<file path="src/adcsi_pkg.sv">
// Constants shared by the converter status and interrupt logic
package adcsi_pkg;

    // ------------------------------------------------------------
    // Register port geometry
    // ------------------------------------------------------------
    localparam int ADCSI_ADDR_W = 7;
    localparam int ADCSI_DATA_W = 24;
    localparam int ADCSI_NCHAN = 8;

    // ------------------------------------------------------------
    // Register addresses
    // ------------------------------------------------------------
    localparam logic [ADCSI_ADDR_W-1:0] ADCSI_EVENT_FLAGS_ADDR = 7'h38;
    localparam logic [ADCSI_ADDR_W-1:0] ADCSI_SOURCE_ENABLE_ADDR = 7'h39;

    // ------------------------------------------------------------
    // Field positions, shared by the flag and enable registers
    // ------------------------------------------------------------
    localparam int ADCSI_OVER_LSB = 16;
    localparam int ADCSI_UNDER_LSB = 8;
    localparam int ADCSI_GAIN_BIT = 7;
    localparam int ADCSI_UNUSED_HI_BIT = 6;
    localparam int ADCSI_UNUSED_LO_BIT = 5;
    localparam int ADCSI_UNREAD_BIT = 4;
    localparam int ADCSI_WAIT_BIT = 3;
    localparam int ADCSI_CAL_BIT = 2;
    localparam int ADCSI_SEQ_BIT = 1;
    localparam int ADCSI_CONV_BIT = 0;

    // ------------------------------------------------------------
    // Reset values and masks
    // ------------------------------------------------------------
    localparam logic [ADCSI_DATA_W-1:0] ADCSI_ENABLE_RESET = 24'h000001;
    localparam logic [ADCSI_DATA_W-1:0] ADCSI_ENABLE_WMASK = 24'hffff9f;
    localparam logic [ADCSI_DATA_W-1:0] ADCSI_ZERO_WORD = 24'h000000;
    localparam logic [ADCSI_NCHAN-1:0] ADCSI_ZERO_CHAN = 8'h00;

endpackage

</file>
<file path="src/adcsi_flag_cell.sv">
// Sticky flag with set-over-clear priority
`timescale 1ns/100ps
`default_nettype none

module adcsi_flag_cell (
    // Clock and reset
    input wire logic mclk_i,
    input wire logic reset_n_i,
    // Control
    input wire logic set_i,
    input wire logic clr_i,
    // State
    output logic flag_o
);

    // ------------------------------------------------------------
    // Flag storage
    // ------------------------------------------------------------
    // Set wins so an event in the clearing cycle is kept
    always_ff @(posedge mclk_i or negedge reset_n_i) begin
        if (!reset_n_i) begin
            flag_o <= 1'b0;
        end else if (set_i) begin
            flag_o <= 1'b1;
        end else if (clr_i) begin
            flag_o <= 1'b0;
        end
    end

endmodule

`default_nettype wire

</file>
<file path="src/adcsi_status_top.sv">
// Status flags, source enables and interrupt line of the converter
//
// Overview of operation
// - Over-range flags 23..16, cleared by status read
// - Under-range flags 15..8, cleared by status read
// - Gain-cal overflow flag bit 7, read clears
// - Wait-complete bit 3, read or wait-start clears
// - Calibration-ready bit 2, read or cal-start clears
// - Sequence-pass bit 1, read/trigger/wraparound clears
// - Conversion-ready bit 0, read/trigger/pre-result clears
// - Interrupt is OR of enabled flags
// - Each flag has enable; 1 enables
// - Enable resets to conversion-ready only
// - Unread-result enable at bit 4
// - Enable layout mirrors flags; bits 6,5 unused
// - Unread indication is OR of eight flags
// - Valid gain calibration clears overflow flag
`timescale 1ns/100ps
`default_nettype none

module adcsi_status_top
    import adcsi_pkg::*;
(
    // Clock and reset
    input wire logic mclk_i,
    input wire logic reset_n_i,
    // Register access port
    input wire logic reg_wr_i,
    input wire logic reg_rd_i,
    input wire logic [ADCSI_ADDR_W-1:0] reg_addr_i,
    input wire logic [ADCSI_DATA_W-1:0] reg_wdata_i,
    output logic [ADCSI_DATA_W-1:0] reg_rdata_o,
    output logic reg_rvalid_o,
    // Trigger register writes, one-cycle pulses
    input wire logic wait_trigger_wr_i,
    input wire logic calibration_trigger_wr_i,
    input wire logic sequence_trigger_reg_wr_i,
    input wire logic conversion_trigger_reg_wr_i,
    // Threshold comparison events per channel
    input wire logic [ADCSI_NCHAN-1:0] over_range_evt_i,
    input wire logic [ADCSI_NCHAN-1:0] under_range_evt_i,
    // Calibration events
    input wire logic gain_cal_overflow_evt_i,
    input wire logic gain_cal_valid_evt_i,
    input wire logic calibration_done_evt_i,
    // Wait and sequencer events
    input wire logic wait_done_evt_i,
    input wire logic sequence_pass_evt_i,
    input wire logic last_microcode_slot_wrap_i,
    // Conversion events
    input wire logic conversion_done_evt_i,
    input wire logic conversion_pre_result_i,
    // Data register traffic, one bit per data register
    input wire logic [ADCSI_NCHAN-1:0] data_reg_wr_i,
    input wire logic [ADCSI_NCHAN-1:0] data_reg_rd_i,
    // Interrupt and enable state
    output logic int_req_o,
    output logic [ADCSI_DATA_W-1:0] interrupt_source_enable_o
);

    // ------------------------------------------------------------
    // Address decode
    // ------------------------------------------------------------
    function automatic logic addr_hit(
        input logic [ADCSI_ADDR_W-1:0] addr,
        input logic [ADCSI_ADDR_W-1:0] target
    );
        addr_hit = (addr == target);
    endfunction

    wire logic status_sel;
    wire logic enable_sel;
    wire logic status_rd;
    wire logic enable_wr;

    assign status_sel = addr_hit(reg_addr_i, ADCSI_EVENT_FLAGS_ADDR);
    assign enable_sel = addr_hit(reg_addr_i, ADCSI_SOURCE_ENABLE_ADDR);
    // A status read is the common clear for most flags
    assign status_rd = reg_rd_i & status_sel;
    assign enable_wr = reg_wr_i & enable_sel;

    // ------------------------------------------------------------
    // Set and clear terms of the event flags
    // ------------------------------------------------------------
    logic [ADCSI_DATA_W-1:0] interrupt_source_enable;
    wire logic [ADCSI_DATA_W-1:0] flag_set;
    wire logic [ADCSI_DATA_W-1:0] flag_clr;
    wire logic [ADCSI_DATA_W-1:0] event_flags;
    wire logic [ADCSI_NCHAN-1:0] chan_over_range_flag;
    wire logic [ADCSI_NCHAN-1:0] chan_under_range_flag;

    // Per-channel over-range, bit per channel 7..0
    assign flag_set[ADCSI_OVER_LSB +: ADCSI_NCHAN] = over_range_evt_i;
    assign flag_clr[ADCSI_OVER_LSB +: ADCSI_NCHAN] = {ADCSI_NCHAN{status_rd}};

    // Per-channel under-range, bit per channel 7..0
    assign flag_set[ADCSI_UNDER_LSB +: ADCSI_NCHAN] = under_range_evt_i;
    assign flag_clr[ADCSI_UNDER_LSB +: ADCSI_NCHAN] = {ADCSI_NCHAN{status_rd}};

    // Gain calibration overflow
    assign flag_set[ADCSI_GAIN_BIT] = gain_cal_overflow_evt_i;
    // A later calibration with a good result also clears it
    assign flag_clr[ADCSI_GAIN_BIT] = status_rd | gain_cal_valid_evt_i;

    // Unused positions and the unread position hold no sticky flag here
    assign flag_set[ADCSI_UNUSED_HI_BIT] = 1'b0;
    assign flag_clr[ADCSI_UNUSED_HI_BIT] = 1'b0;
    assign flag_set[ADCSI_UNUSED_LO_BIT] = 1'b0;
    assign flag_clr[ADCSI_UNUSED_LO_BIT] = 1'b0;
    assign flag_set[ADCSI_UNREAD_BIT] = 1'b0;
    assign flag_clr[ADCSI_UNREAD_BIT] = 1'b0;

    // Wait operation complete
    assign flag_set[ADCSI_WAIT_BIT] = wait_done_evt_i;
    assign flag_clr[ADCSI_WAIT_BIT] = status_rd | wait_trigger_wr_i;

    // New calibration results
    assign flag_set[ADCSI_CAL_BIT] = calibration_done_evt_i;
    assign flag_clr[ADCSI_CAL_BIT] = status_rd | calibration_trigger_wr_i;

    // Sequence pass; a trigger write from inside a sequence counts too
    assign flag_set[ADCSI_SEQ_BIT] = sequence_pass_evt_i;
    assign flag_clr[ADCSI_SEQ_BIT] = status_rd | sequence_trigger_reg_wr_i
                                   | last_microcode_slot_wrap_i;

    // Conversion ready; cleared ahead of each new result when free running
    assign flag_set[ADCSI_CONV_BIT] = conversion_done_evt_i;
    assign flag_clr[ADCSI_CONV_BIT] = status_rd | conversion_trigger_reg_wr_i
                                    | conversion_pre_result_i;

    // ------------------------------------------------------------
    // Event flag storage
    // ------------------------------------------------------------
    genvar gi;
    generate
        for (gi = 0; gi < ADCSI_DATA_W; gi = gi + 1) begin : g_flag
            adcsi_flag_cell u_flag (
                .mclk_i(mclk_i),
                .reset_n_i(reset_n_i),
                .set_i(flag_set[gi]),
                .clr_i(flag_clr[gi]),
                .flag_o(event_flags[gi])
            );
        end
    endgenerate

    assign chan_over_range_flag = event_flags[ADCSI_OVER_LSB +: ADCSI_NCHAN];
    assign chan_under_range_flag = event_flags[ADCSI_UNDER_LSB +: ADCSI_NCHAN];

    // ------------------------------------------------------------
    // Unread result tracking
    // ------------------------------------------------------------
    // One flag per data register; a status read leaves them alone
    wire logic [ADCSI_NCHAN-1:0] unread_flags;
    wire logic unread_result;

    generate
        for (gi = 0; gi < ADCSI_NCHAN; gi = gi + 1) begin : g_unread
            adcsi_flag_cell u_unread (
                .mclk_i(mclk_i),
                .reset_n_i(reset_n_i),
                .set_i(data_reg_wr_i[gi]),
                .clr_i(data_reg_rd_i[gi]),
                .flag_o(unread_flags[gi])
            );
        end
    endgenerate

    assign unread_result = |unread_flags;

    // ------------------------------------------------------------
    // Status view as software sees it
    // ------------------------------------------------------------
    wire logic [ADCSI_DATA_W-1:0] unread_word;
    wire logic [ADCSI_DATA_W-1:0] status_view;

    assign unread_word = {{(ADCSI_DATA_W-1){1'b0}}, unread_result} << ADCSI_UNREAD_BIT;
    assign status_view = event_flags | unread_word;

    // ------------------------------------------------------------
    // Interrupt source enable register
    // ------------------------------------------------------------
    // Unused bits 6 and 5 are masked off; every other bit is writable,
    // including under-range channel 1
    wire logic [ADCSI_DATA_W-1:0] next_interrupt_source_enable;

    assign next_interrupt_source_enable = enable_wr
        ? (reg_wdata_i & ADCSI_ENABLE_WMASK)
        : interrupt_source_enable;

    always_ff @(posedge mclk_i or negedge reset_n_i) begin
        if (!reset_n_i) begin
            interrupt_source_enable <= ADCSI_ENABLE_RESET;
        end else begin
            interrupt_source_enable <= next_interrupt_source_enable;
        end
    end

    assign interrupt_source_enable_o = interrupt_source_enable;

    // ------------------------------------------------------------
    // Named enable fields
    // ------------------------------------------------------------
    wire logic [ADCSI_NCHAN-1:0] over_range_enable;
    wire logic [ADCSI_NCHAN-1:0] under_range_enable;
    wire logic gain_cal_overflow_enable;
    wire logic unread_result_enable;
    wire logic wait_complete_enable;
    wire logic calibration_ready_enable;
    wire logic sequence_pass_enable;
    wire logic conversion_ready_enable;

    assign over_range_enable = interrupt_source_enable[ADCSI_OVER_LSB +: ADCSI_NCHAN];
    assign under_range_enable = interrupt_source_enable[ADCSI_UNDER_LSB +: ADCSI_NCHAN];
    assign gain_cal_overflow_enable = interrupt_source_enable[ADCSI_GAIN_BIT];
    assign unread_result_enable = interrupt_source_enable[ADCSI_UNREAD_BIT];
    assign wait_complete_enable = interrupt_source_enable[ADCSI_WAIT_BIT];
    assign calibration_ready_enable = interrupt_source_enable[ADCSI_CAL_BIT];
    assign sequence_pass_enable = interrupt_source_enable[ADCSI_SEQ_BIT];
    assign conversion_ready_enable = interrupt_source_enable[ADCSI_CONV_BIT];

    // ------------------------------------------------------------
    // Interrupt combine
    // ------------------------------------------------------------
    // Each channel enable gates its own channel flag, channel 3 included
    wire logic chan_over_pending;
    wire logic chan_under_pending;
    wire logic misc_pending;
    wire logic next_int_req;

    assign chan_over_pending = |(chan_over_range_flag & over_range_enable);
    assign chan_under_pending = |(chan_under_range_flag & under_range_enable);
    assign misc_pending = (event_flags[ADCSI_GAIN_BIT] & gain_cal_overflow_enable)
                        | (unread_result & unread_result_enable)
                        | (event_flags[ADCSI_WAIT_BIT] & wait_complete_enable)
                        | (event_flags[ADCSI_CAL_BIT] & calibration_ready_enable)
                        | (event_flags[ADCSI_SEQ_BIT] & sequence_pass_enable)
                        | (event_flags[ADCSI_CONV_BIT] & conversion_ready_enable);
    assign next_int_req = chan_over_pending | chan_under_pending | misc_pending;

    // Registered so the pin never glitches; costs one cycle of latency
    always_ff @(posedge mclk_i or negedge reset_n_i) begin
        if (!reset_n_i) begin
            int_req_o <= 1'b0;
        end else begin
            int_req_o <= next_int_req;
        end
    end

    // ------------------------------------------------------------
    // Read data path
    // ------------------------------------------------------------
    // The value is captured before the read clears the flags
    wire logic [ADCSI_DATA_W-1:0] next_rdata;

    assign next_rdata = !reg_rd_i ? reg_rdata_o
                      : status_sel ? status_view
                      : enable_sel ? interrupt_source_enable
                      : ADCSI_ZERO_WORD;

    always_ff @(posedge mclk_i or negedge reset_n_i) begin
        if (!reset_n_i) begin
            reg_rdata_o <= ADCSI_ZERO_WORD;
            reg_rvalid_o <= 1'b0;
        end else begin
            reg_rdata_o <= next_rdata;
            reg_rvalid_o <= reg_rd_i;
        end
    end

endmodule

`default_nettype wire

</file>
<file path="config.mk">
export PLATFORM = sky130hd
export DESIGN_NAME = adcsi_status_top
export DESIGN_NICKNAME = d
export VERILOG_FILES = /design/src/adcsi_pkg.sv /design/src/adcsi_flag_cell.sv /design/src/adcsi_status_top.sv
export SDC_FILE = /design/constraint.sdc
export NUM_CORES = 1
export LEC_CHECK = 0
export BUFFER_PORTS_ARGS = -buffer_cell sky130_fd_sc_hd__buf_4
export CORE_ASPECT_RATIO = 0.75
export CORE_MARGIN = 2
export CORE_UTILIZATION = 40
export CTS_BUF_LIST = sky130_fd_sc_hd__clkbuf_2 sky130_fd_sc_hd__clkbuf_4 sky130_fd_sc_hd__clkbuf_8
export DETAILED_ROUTE_END_ITERATION = 7
export GPL_TIMING_DRIVEN = 0
export PLACE_DENSITY = 0.75
export SETUP_SLACK_MARGIN = 0.5
export SYNTH_ARGS = -nofsm -noshare
export SYNTH_HDL_FRONTEND = slang
export SYNTH_HIERARCHICAL = 1
export SYNTH_SLANG_ARGS = --single-unit
</file>
<file path="constraint.sdc">
create_clock -name mclk_i -period 3.2 [get_ports mclk_i]
set_input_delay 0.16 -clock mclk_i [delete_from_list [all_inputs] [get_ports mclk_i]]
set_output_delay 0.16 -clock mclk_i [all_outputs]
set_load 0.05 [all_outputs]
</file>
* After elaboration in Yosys (flattened, before gate mapping)
Cells that the tools add are included.
** Word-level totals
- Register bits :: 77
- Bits of input ports :: 79
- Output and inout bits :: 50
- Word-level logic and storage cells :: 137
** Operators by class
- Equality and inequality tests :: 2
- Multiplexer cells :: 45
- Bitwise logic cells :: 25
- Reductions and logical operators :: 32
** Operator list (number)
- $reduce_bool A2 Y1 :: 29
- $mux W24 :: 2
- $mux W1 :: 43
- $or A24 B5 Y24 :: 1
- $reduce_or A8 Y1 :: 3
- $and A8 B8 Y8 :: 2
- $eq A7 B6 Y1 const B :: 2
- $or A1 B1 Y1 :: 14
- $and A1 B1 Y1 :: 8

* Depth between registers and ports, before layout
Gate-level depths: netlist of run 1.
- Depth after elaboration :: 8
- Depth in mapped cells :: 6
- Gate-level depth less buffers :: 5

* Cells and area by module
Netlist of run 1, hierarchy kept.
** By module, submodules not included
- adcsi_status_top :: instances 1, cells each 212, area each 2423.6 um2, sequential area each 1202.4 um2
- adcsi_flag_cell :: instances 32, cells each 3, area each 36.3 um2, sequential area each 25.0 um2

* Worst setup path after synthesis of run 1
No wires, ideal clock.
- Path kind :: input-to-reg
- Start point :: in reg_addr_i[1]
- End point :: reg g_flag[10].u_flag.flag_o
- Setup time :: 0.118 ns
- Arrival :: 1.764 ns
- Data required time :: 3.082 ns
- Slack :: 1.318 ns
- Cell stages on the path :: 5
- Path buffers :: 0
- Path through :: and4bb_1 -> nand2_1 -> nor3b_1 -> inv_1 -> a21o_1
** On the way
- Word-level cells in the longest chain between the ends :: 3
** RTL lines
- start: declaration :: RTL line adcsi_status_top.sv:30 : input wire logic [ADCSI_ADDR_W-1:0] reg_addr_i,
- $eq A7 B6 Y1 :: RTL line adcsi_status_top.sv:68 : addr_hit = (addr == target);
- $and A1 B1 Y1 :: RTL line adcsi_status_top.sv:79 : assign status_rd = reg_rd_i & status_sel;
- net flag_clr[10] :: RTL line adcsi_status_top.sv:87 : wire logic [ADCSI_DATA_W-1:0] flag_clr;
- $reduce_bool A2 Y1 (no line)
- end signal: assignment :: RTL line adcsi_flag_cell.sv:22 : flag_o <= 1'b0;
- end signal: assignment :: RTL line adcsi_flag_cell.sv:24 : flag_o <= 1'b1;
- end signal: assignment :: RTL line adcsi_flag_cell.sv:26 : flag_o <= 1'b0;
- end: declaration :: RTL line adcsi_flag_cell.sv:13 : output logic flag_o
The timed path passes the listed nets, and every way through them passes these cells.
A chain may end at the register's enable or synchronous reset.

* Final worst setup path of run 1
- Start point :: in reg_rd_i
- End point :: reg g_flag[13].u_flag.flag_o
** On the way
- Word-level cells in the longest chain between the ends :: 2
** RTL lines
- start: declaration :: RTL line adcsi_status_top.sv:29 : input wire logic reg_rd_i,
- $and A1 B1 Y1 :: RTL line adcsi_status_top.sv:79
- net flag_clr[10] :: RTL line adcsi_status_top.sv:87
- $reduce_bool A2 Y1 (no line)
- end signal: assignment :: RTL line adcsi_flag_cell.sv:22
- end signal: assignment :: RTL line adcsi_flag_cell.sv:24
- end signal: assignment :: RTL line adcsi_flag_cell.sv:26
- end: declaration :: RTL line adcsi_flag_cell.sv:13
The timed path passes the listed nets, and every way through them passes these cells.

==> impl_metrics.yaml, run 1 <==
power:
  vdd_drop_max_v: 0.0002508
  power.static_leakage_nw: 2.493
  p_per_area_nw_per_um2: 450.5
worst_setup_path:
  cp.depth: 7
  path_cells: "dlygate4sd3_1 > buf_4 > clkbuf_1 > nor3b_2 > buf_6 > inv_1 > a21o_1"
  rr_startpoint: "interrupt_source_enable_o[19]$_DFFE_PN0P_"
  worst_ep_arrival_time_ns: 2.20
  startpoint_type: "input port"
  required_ns: 3.43
  ff2ff_setup_slack_ns: 1.54
  crit_buf_inv: 5
  slowest_stage: "nor3b_2"
  crit_type: "in2reg"
  r2r-end: "int_req_o$_DFF_PN0_"
  crit_path_end_kind: "flip-flop"
  r2r_cells: 3
  crit_family: "buffers and inverters"
  critPathMaxFanout: 10
  slowest_delay_ns: 0.55
global_routing:
  antenna_found_initial: 0
  grt_pass1_wl_um: 15090
  grt_start_max_net_pins: 81
  grt_pass1_vias: 2939
  grt_usage: 0.2044
  grt_overflow_total: 0
floorplanning:
  ios: 129
  die_width_um: 113.3
  coreArea_um2: 8563
  die_area_um2: 9743
  row_count: 29
  chipHeight_um: 85.99
  initial_core_util: 0.4186
outcome:
  violations: "hold timing"
  status: "finished with violations"
routing:
  highest_layer: "met4"
  met3_length_um: 634
  drt-initial-drc-count: 131
  dr_wl_met2_um: 4665
  dr.pass1.iters: 4
  postRouteAntennaNets: 0
  vias: 2921
  routedWlPerCell_um: 16.47
  drc: 0
  drt-met1-wl_um: 4399
  avgViaCountPerCell: 4.926
  routed_wl_um: 9765
clocking:
  cts.sinks: 80
  clk_latency_ns: 0.35
  clkTransAtPathRegs_ns: 0.08
  cts_tree: "yes"
  cts_inserted_buffers: 9
  htree_levels: 3
  cts_root_buffer: "clkbuf_8"
  cts.path.max_buffers: 2
logic_synthesis:
  synth.distinct_cells: 31
  ys_seq_elements: 80
  postSynthCellCount: 308
  yosys_warnings: 6
  seq_area_frac_synth: 0.5588
  avgSynthCellArea_um2: 11.64
  synth_area_um2: 3585
sta:
  max_clock_freq_ghz: 0.5088
  worst_pin_slew_ns: 1.001
  slew_headroom: 0.3324
  setup_tns_ns: 0
  finClkSkew_ns: 0.01173
  fin_ws_ns: 1.235
  final.min_clock_period_ns: 1.965
  worst_hold_slack_ns: -0.01998
  rsz0062_at_grt: "false"
  final_hold_viol_count: 26
  period_share: 0.6142
  finalSetupViolations: 0
  drv_slew: 0
placed_design:
  dp_slack_ns: 1.379
  numPortBuffers: 123
  globalplace.congestion: 0.7403
  dp_hpwl_um: 6718
cells_and_area:
  antenna_cells: 0
  syn2layout_area_growth_pct: 45.13
  layout-drive-gt1-share: 0.4000
  nets: 559
job:
  maxCapViolCount: 0
min_path:
  hold_path_class: "in2async"
[kinds of logic (layout without fill, tap and decap cells)]
group / after synthesis / count (layout) / synth area share
mux: 43 / 43 / 0.1560
other cells: 1 / 8 / 0.001046
buf+inv: 74 / 244 / 0.09180
flops: 80 / 80 / 0.5588
compound gates: 68 / 68 / 0.1347
simple gates: 42 / 42 / 0.05759
[metal layers]
layer,vias up,GRT usage
met5,-,0
li1,1373,-
met1,1426,0.2746
met4,0,0.04878
met2,116,0.3293
met3,6,0.06007
[final cells by class]
| class | instances | area (um^2) |
|---|---|---|
| plain buffers | 15 | 107.6 |
| clock buffers | 10 | 131.4 |
| clock inverters | 6 | 85.08 |
| fillers | 728 | 3361 |
| inverters | 59 | 221.5 |
| multi-input cells | 161 | 1284 |
| flip-flops and latches | 80 | 2003 |
| well taps | 108 | 135.1 |
| repair buffers | 154 | 1235 |
[where the power goes]
group	switching [W]	internal, W	total [W]
Sequential	0.0000393	0.00105	0.00109
Combinational	0.000228	0.000206	0.000434
Clock	0.000370	0.000446	0.000816
[through the flow]
step / util / instances / area, um^2 / hold slack [ns] / power (W)
2_1_floorplan: - / 315 / 3611 / -0.1356 / 0.001337
3_3_place_gp: 0.5453 / 546 / 4669 / 0.2977 / 0.001512
3_5_place_dp: 0.5472 / 547 / 4686 / 0.3004 / 0.001520
4_1_cts: 0.6075 / 593 / 5202 / 0.008197 / 0.002370
5_1_grt: 0.6075 / 593 / 5202 / 0.006425 / 0.002445
6_report: 0.6075 / 593 / 5202 / -0.01998 / 0.002344
[how the worst max path moves through the flow]
stage / slack [ns] / from / to
3_3_place_gp: 0.24 / reg_addr_i[1] / g_flag[23].u_flag/flag_o$_DFFE_PN0P_
3_5_place_dp: 1.38 / reg_addr_i[1] / g_flag[13].u_flag/flag_o$_DFFE_PN0P_
2_1_floorplan: 1.32 / reg_addr_i[1] / g_flag[10].u_flag/flag_o$_DFFE_PN0P_
6_report: 1.23 / reg_rd_i / g_flag[13].u_flag/flag_o$_DFFE_PN0P_
4_1_cts: 1.25 / reg_rd_i / g_flag[13].u_flag/flag_o$_DFFE_PN0P_
5_1_grt: 1.16 / reg_rd_i / g_flag[13].u_flag/flag_o$_DFFE_PN0P_
[registers in the layout, summed over array words and instances, names as in the netlist]
name / flops
g_unread.u_unread/flag_o: 8
g_flag.u_flag/flag_o: 24
interrupt_source_enable_o: 22
reg_rvalid_o: 1
reg_rdata_o: 24
int_req_o: 1
[cell usage after synthesis]
cell,count,area share
mux2_4,20,0.084
nor2b_1,1,0.0017
buf_1,5,0.0052
buf_2,3,0.0042
nand3_1,2,0.0028
and4_4,1,0.0031
or4_1,1,0.0021
a21boi_0,1,0.0021
a222oi_1,1,0.0028
buf_6,1,0.0031
clkbuf_1,2,0.0021
o32ai_1,1,0.0024
and4bb_1,1,0.0035
nor2_1,3,0.0031
nor3b_1,1,0.0021
o21ai_0,1,0.0014
o22ai_1,23,0.040
nor4_1,2,0.0035
mux2_2,23,0.072
conb_1,1,0.0010
a21o_1,32,0.067
buf_12,2,0.011
and3_1,1,0.0017
nand2b_1,3,0.0052
dfrtp_1,79,0.55
buf_4,2,0.0042
dfstp_2,1,0.0073
nand4_1,2,0.0035
inv_1,59,0.062
nand2_1,24,0.025
a22oi_1,9,0.019
[cells in the final DEF, fill, tap and decap left out, types with 2 or more instances in the layout]
| cell | instances |
|---|---|
| buf_12 | 2 |
| nand4_1 | 2 |
| buf_6 | 2 |
| dlygate4sd3_1 | 30 |
| nand3_1 | 2 |
| clkbuf_1 | 2 |
| buf_1 | 5 |
| dfrtp_1 | 79 |
| clkinvlp_4 | 2 |
| mux2_2 | 23 |
| buf_4 | 125 |
| nor4_1 | 2 |
| o22ai_1 | 23 |
| nand2b_1 | 3 |
| bufinv_16 | 2 |
| conb_1 | 8 |
| buf_2 | 3 |
| mux2_4 | 20 |
| a22oi_1 | 9 |
| clkinv_2 | 2 |
| a21o_1 | 32 |
| clkbuf_8 | 9 |
| inv_1 | 59 |
| nor2_1 | 3 |
| nand2_1 | 24 |
[repair_timing]
item,in CTS,in global routing
endpoints found under the hold margin,30,0
hold buffers,30,0
setup buffers,0,0
resized for setup,0,0
No activity file was read; power rests on OpenSTA's default activity.
==> run 2: changes to the inputs <==
--- a/config.mk
+++ b/config.mk
@@ -5,6 +5,7 @@
 export SDC_FILE = /design/constraint.sdc
 export NUM_CORES = 1
 export LEC_CHECK = 0
+export ABC_AREA = 1
 export BUFFER_PORTS_ARGS = -buffer_cell sky130_fd_sc_hd__buf_4
 export CORE_ASPECT_RATIO = 0.75
 export CORE_MARGIN = 2
@@ -12,7 +13,7 @@
 export CTS_BUF_LIST = sky130_fd_sc_hd__clkbuf_2 sky130_fd_sc_hd__clkbuf_4 sky130_fd_sc_hd__clkbuf_8
 export DETAILED_ROUTE_END_ITERATION = 7
 export GPL_TIMING_DRIVEN = 0
-export PLACE_DENSITY = 0.75
+export PLACE_DENSITY = 0.77
 export SETUP_SLACK_MARGIN = 0.5
 export SYNTH_ARGS = -nofsm -noshare
 export SYNTH_HDL_FRONTEND = slang
==> constraint.sdc (replaced) <==
create_clock -name mclk_i -period 1.8 [get_ports mclk_i]
set_input_delay 0.09 -clock mclk_i [delete_from_list [all_inputs] [get_ports mclk_i]]
set_output_delay 0.09 -clock mclk_i [all_outputs]
set_load 0.05 [all_outputs]
==> run 2 against run 1 <==
  * Worst setup slack lost 0.64 ns
  * Largest cell class unchanged
  * The flow now finishes without violations
  * Combinational power rose by 82%
  * Sequential share of layout area shrank 2.5 points
  * Largest power group unchanged
==> impl_metrics.yaml, run 2 <==
sta:
  drv_slew: 0
  worst_pin_slew_ns: 1.027
  finClkSkew_ns: 0.01073
  rsz0062_at_grt: "false"
  max_clock_freq_ghz: 0.8269
  final.min_clock_period_ns: 1.209
  slew_headroom: 0.3150
  setup_tns_ns: 0
  period_share: 0.6718
  final_hold_viol_count: 0
  finalSetupViolations: 0
clocking:
  clk_latency_ns: 0.35
  cts.sinks: 80
  cts_root_buffer: "clkbuf_8"
  clkTransAtPathRegs_ns: 0.09
  cts_tree: "yes"
  cts.path.max_buffers: 2
  htree_levels: 3
  cts_inserted_buffers: 9
floorplanning:
  die_width_um: 114.2
  die_area_um2: 9896
  chipHeight_um: 86.66
  row_count: 30
  initial_core_util: 0.4078
  ios: 129
  coreArea_um2: 8934
worst_setup_path:
  crit_family: "flip-flops"
  critPathMaxFanout: 4
  slowest_stage: "dfstp_2"
  startpoint_type: "flip-flop"
  worst_ep_arrival_time_ns: 1.12
  crit_type: "reg2out"
  required_ns: 1.71
  crit_buf_inv: 1
  slowest_delay_ns: 0.57
  crit_path_end_kind: "output port"
  path_cells: "buf_4"
outcome:
  status: "finished clean"
global_routing:
  grt_overflow_total: 0
  grt_pass1_wl_um: 18090
  grt_start_max_net_pins: 81
  grt_usage: 0.2383
  antenna_found_initial: 0
  grt_pass1_vias: 3775
logic_synthesis:
  yosys.cell_count.top_type: "nand2_1"
  avgSynthCellArea_um2: 7.869
  seq_area_frac_synth: 0.5498
  synth_top_area_frac: 0.5426
  synth_edf_count: 0
  synthTopCellsByArea: "dfrtp_1 54%, nand2_1 18%, nand3_1 12%"
  ys_seq_elements: 80
  synth_common_cells: "174 x nand2_1, 90 x nand3_1, 79 x dfrtp_1"
  postSynthCellCount: 463
  yosysTopAreaCell: "dfrtp_1"
  yosys_warnings: 6
  synth.distinct_cells: 20
  ys.flop_type: "dfrtp_1"
  synth_area_um2: 3643
  async_flop_share: 1.000
min_path:
  hold_path_class: "in2reg"
placed_design:
  dp_hpwl_um: 7426
  numPortBuffers: 124
  globalplace.congestion: 0.8447
routing:
  routedWlPerCell_um: 14.25
  dr.pass1.iters: 5
  postRouteAntennaNets: 0
  avgViaCountPerCell: 4.695
  drc: 0
  routed_wl_um: 11160
  drt-initial-drc-count: 205
  vias: 3676
job:
  maxCapViolCount: 0
cells_and_area:
  nets: 745
  layout_commonest_cell: "nand2_1"
  antenna_cells: 0
  syn2layout_area_growth_pct: 52.85
  layout-drive-gt1-share: 0.2429
  final_cell_mix: "174 x nand2_1, 130 x buf_4, 90 x nand3_1"
power:
  vdd_drop_max_v: 0.0004861
  power.static_leakage_nw: 3.038
  p_per_area_nw_per_um2: 745.7
  power_w: 0.004153
==> run 2: kinds of logic (layout without fill, tap and decap cells) <==
logic type             count (synthesis)  after routing  share of synthesized area
AOI/OAI and AO/OA                      1              1                   0.001372
DFF                                   80             80                     0.5498
buffers and inverters                 93            294                     0.1109
and+or+nand+nor                      288            288                     0.3369
other                                  1              8                   0.001029
==> run 2: power breakdown <==
group	internal (W)	total, W	switching (W)
Sequential	0.00188	0.00195	0.0000772
Clock	0.000755	0.00141	0.000654
Combinational	0.000338	0.000790	0.000453
Total	0.00297	0.00415	0.00118
==> run 2: per-layer routing <==
layer	GRT usage	vias up	part of all wire
li1	-	1804	-
met1	0.3094	1700	0.43
met2	0.4021	156	0.48
met3	0.05524	16	0.076
met4	0.06984	0	0.012
met5	0	-	0
==> run 2: path summary, 6_finish.rpt <==
check / slack (ns) / startpoint / to / depth (start not counted)
max in group asynchronous: 0.68 / reset_n_i / interrupt_source_enable_o[1]$_DFFE_PN0P_ / 2
setup reg to reg: 0.62 / g_unread[1].u_unread/flag_o$_DFFE_PN0P_ / g_unread[1].u_unread/flag_o$_DFFE_PN0P_ / 3
setup / recovery: 0.59 / interrupt_source_enable_o[0]$_DFFE_PN1P_ / interrupt_source_enable_o[0] / 1
min in group asynchronous: 0.44 / reset_n_i / interrupt_source_enable_o[8]$_DFFE_PN0P_ / 2
hold / removal: 0.02 / reg_wr_i / interrupt_source_enable_o[14]$_DFFE_PN0P_ / 3
hold reg to reg: 0.48 / g_flag[4].u_flag/flag_o$_DFFE_PN0P_ / g_flag[4].u_flag/flag_o$_DFFE_PN0P_ / 2
==> run 2: what timing repair did <==
action,in CTS,in global routing
resized for setup,0,1
hold endpoints to repair,131,0
buffers inserted,0,0
setup endpoints to repair,0,1
hold buffers,61,0
==> run 2: metrics by stage <==
step                worst slack, ns  cells  instance area, um^2    util  hold WS, ns
floorplan                    0.6489    470                 3670       -      -0.2056
global placement             0.2888    706                 4741  0.5307       0.2124
detailed placement           0.2589    706                 4741  0.5307       0.2156
CTS                          0.5742    783                 5568  0.6232      0.01123
global route                 0.5031    783                 5569  0.6234      0.02939
finish                       0.5907    783                 5569  0.6234      0.01538
==> run 2: layout make-up <==
class / count / area [um^2]
Buffer: 19 / 126.4
Clock inverter: 4 / 51.30
Fill cell: 791 / 3364
Sequential cell: 80 / 2003
Multi-Input combinational cell: 297 / 1262
Tap cell: 112 / 140.1
Timing Repair Buffer: 185 / 1541
Clock buffer: 12 / 165.2
Inverter: 74 / 279.0
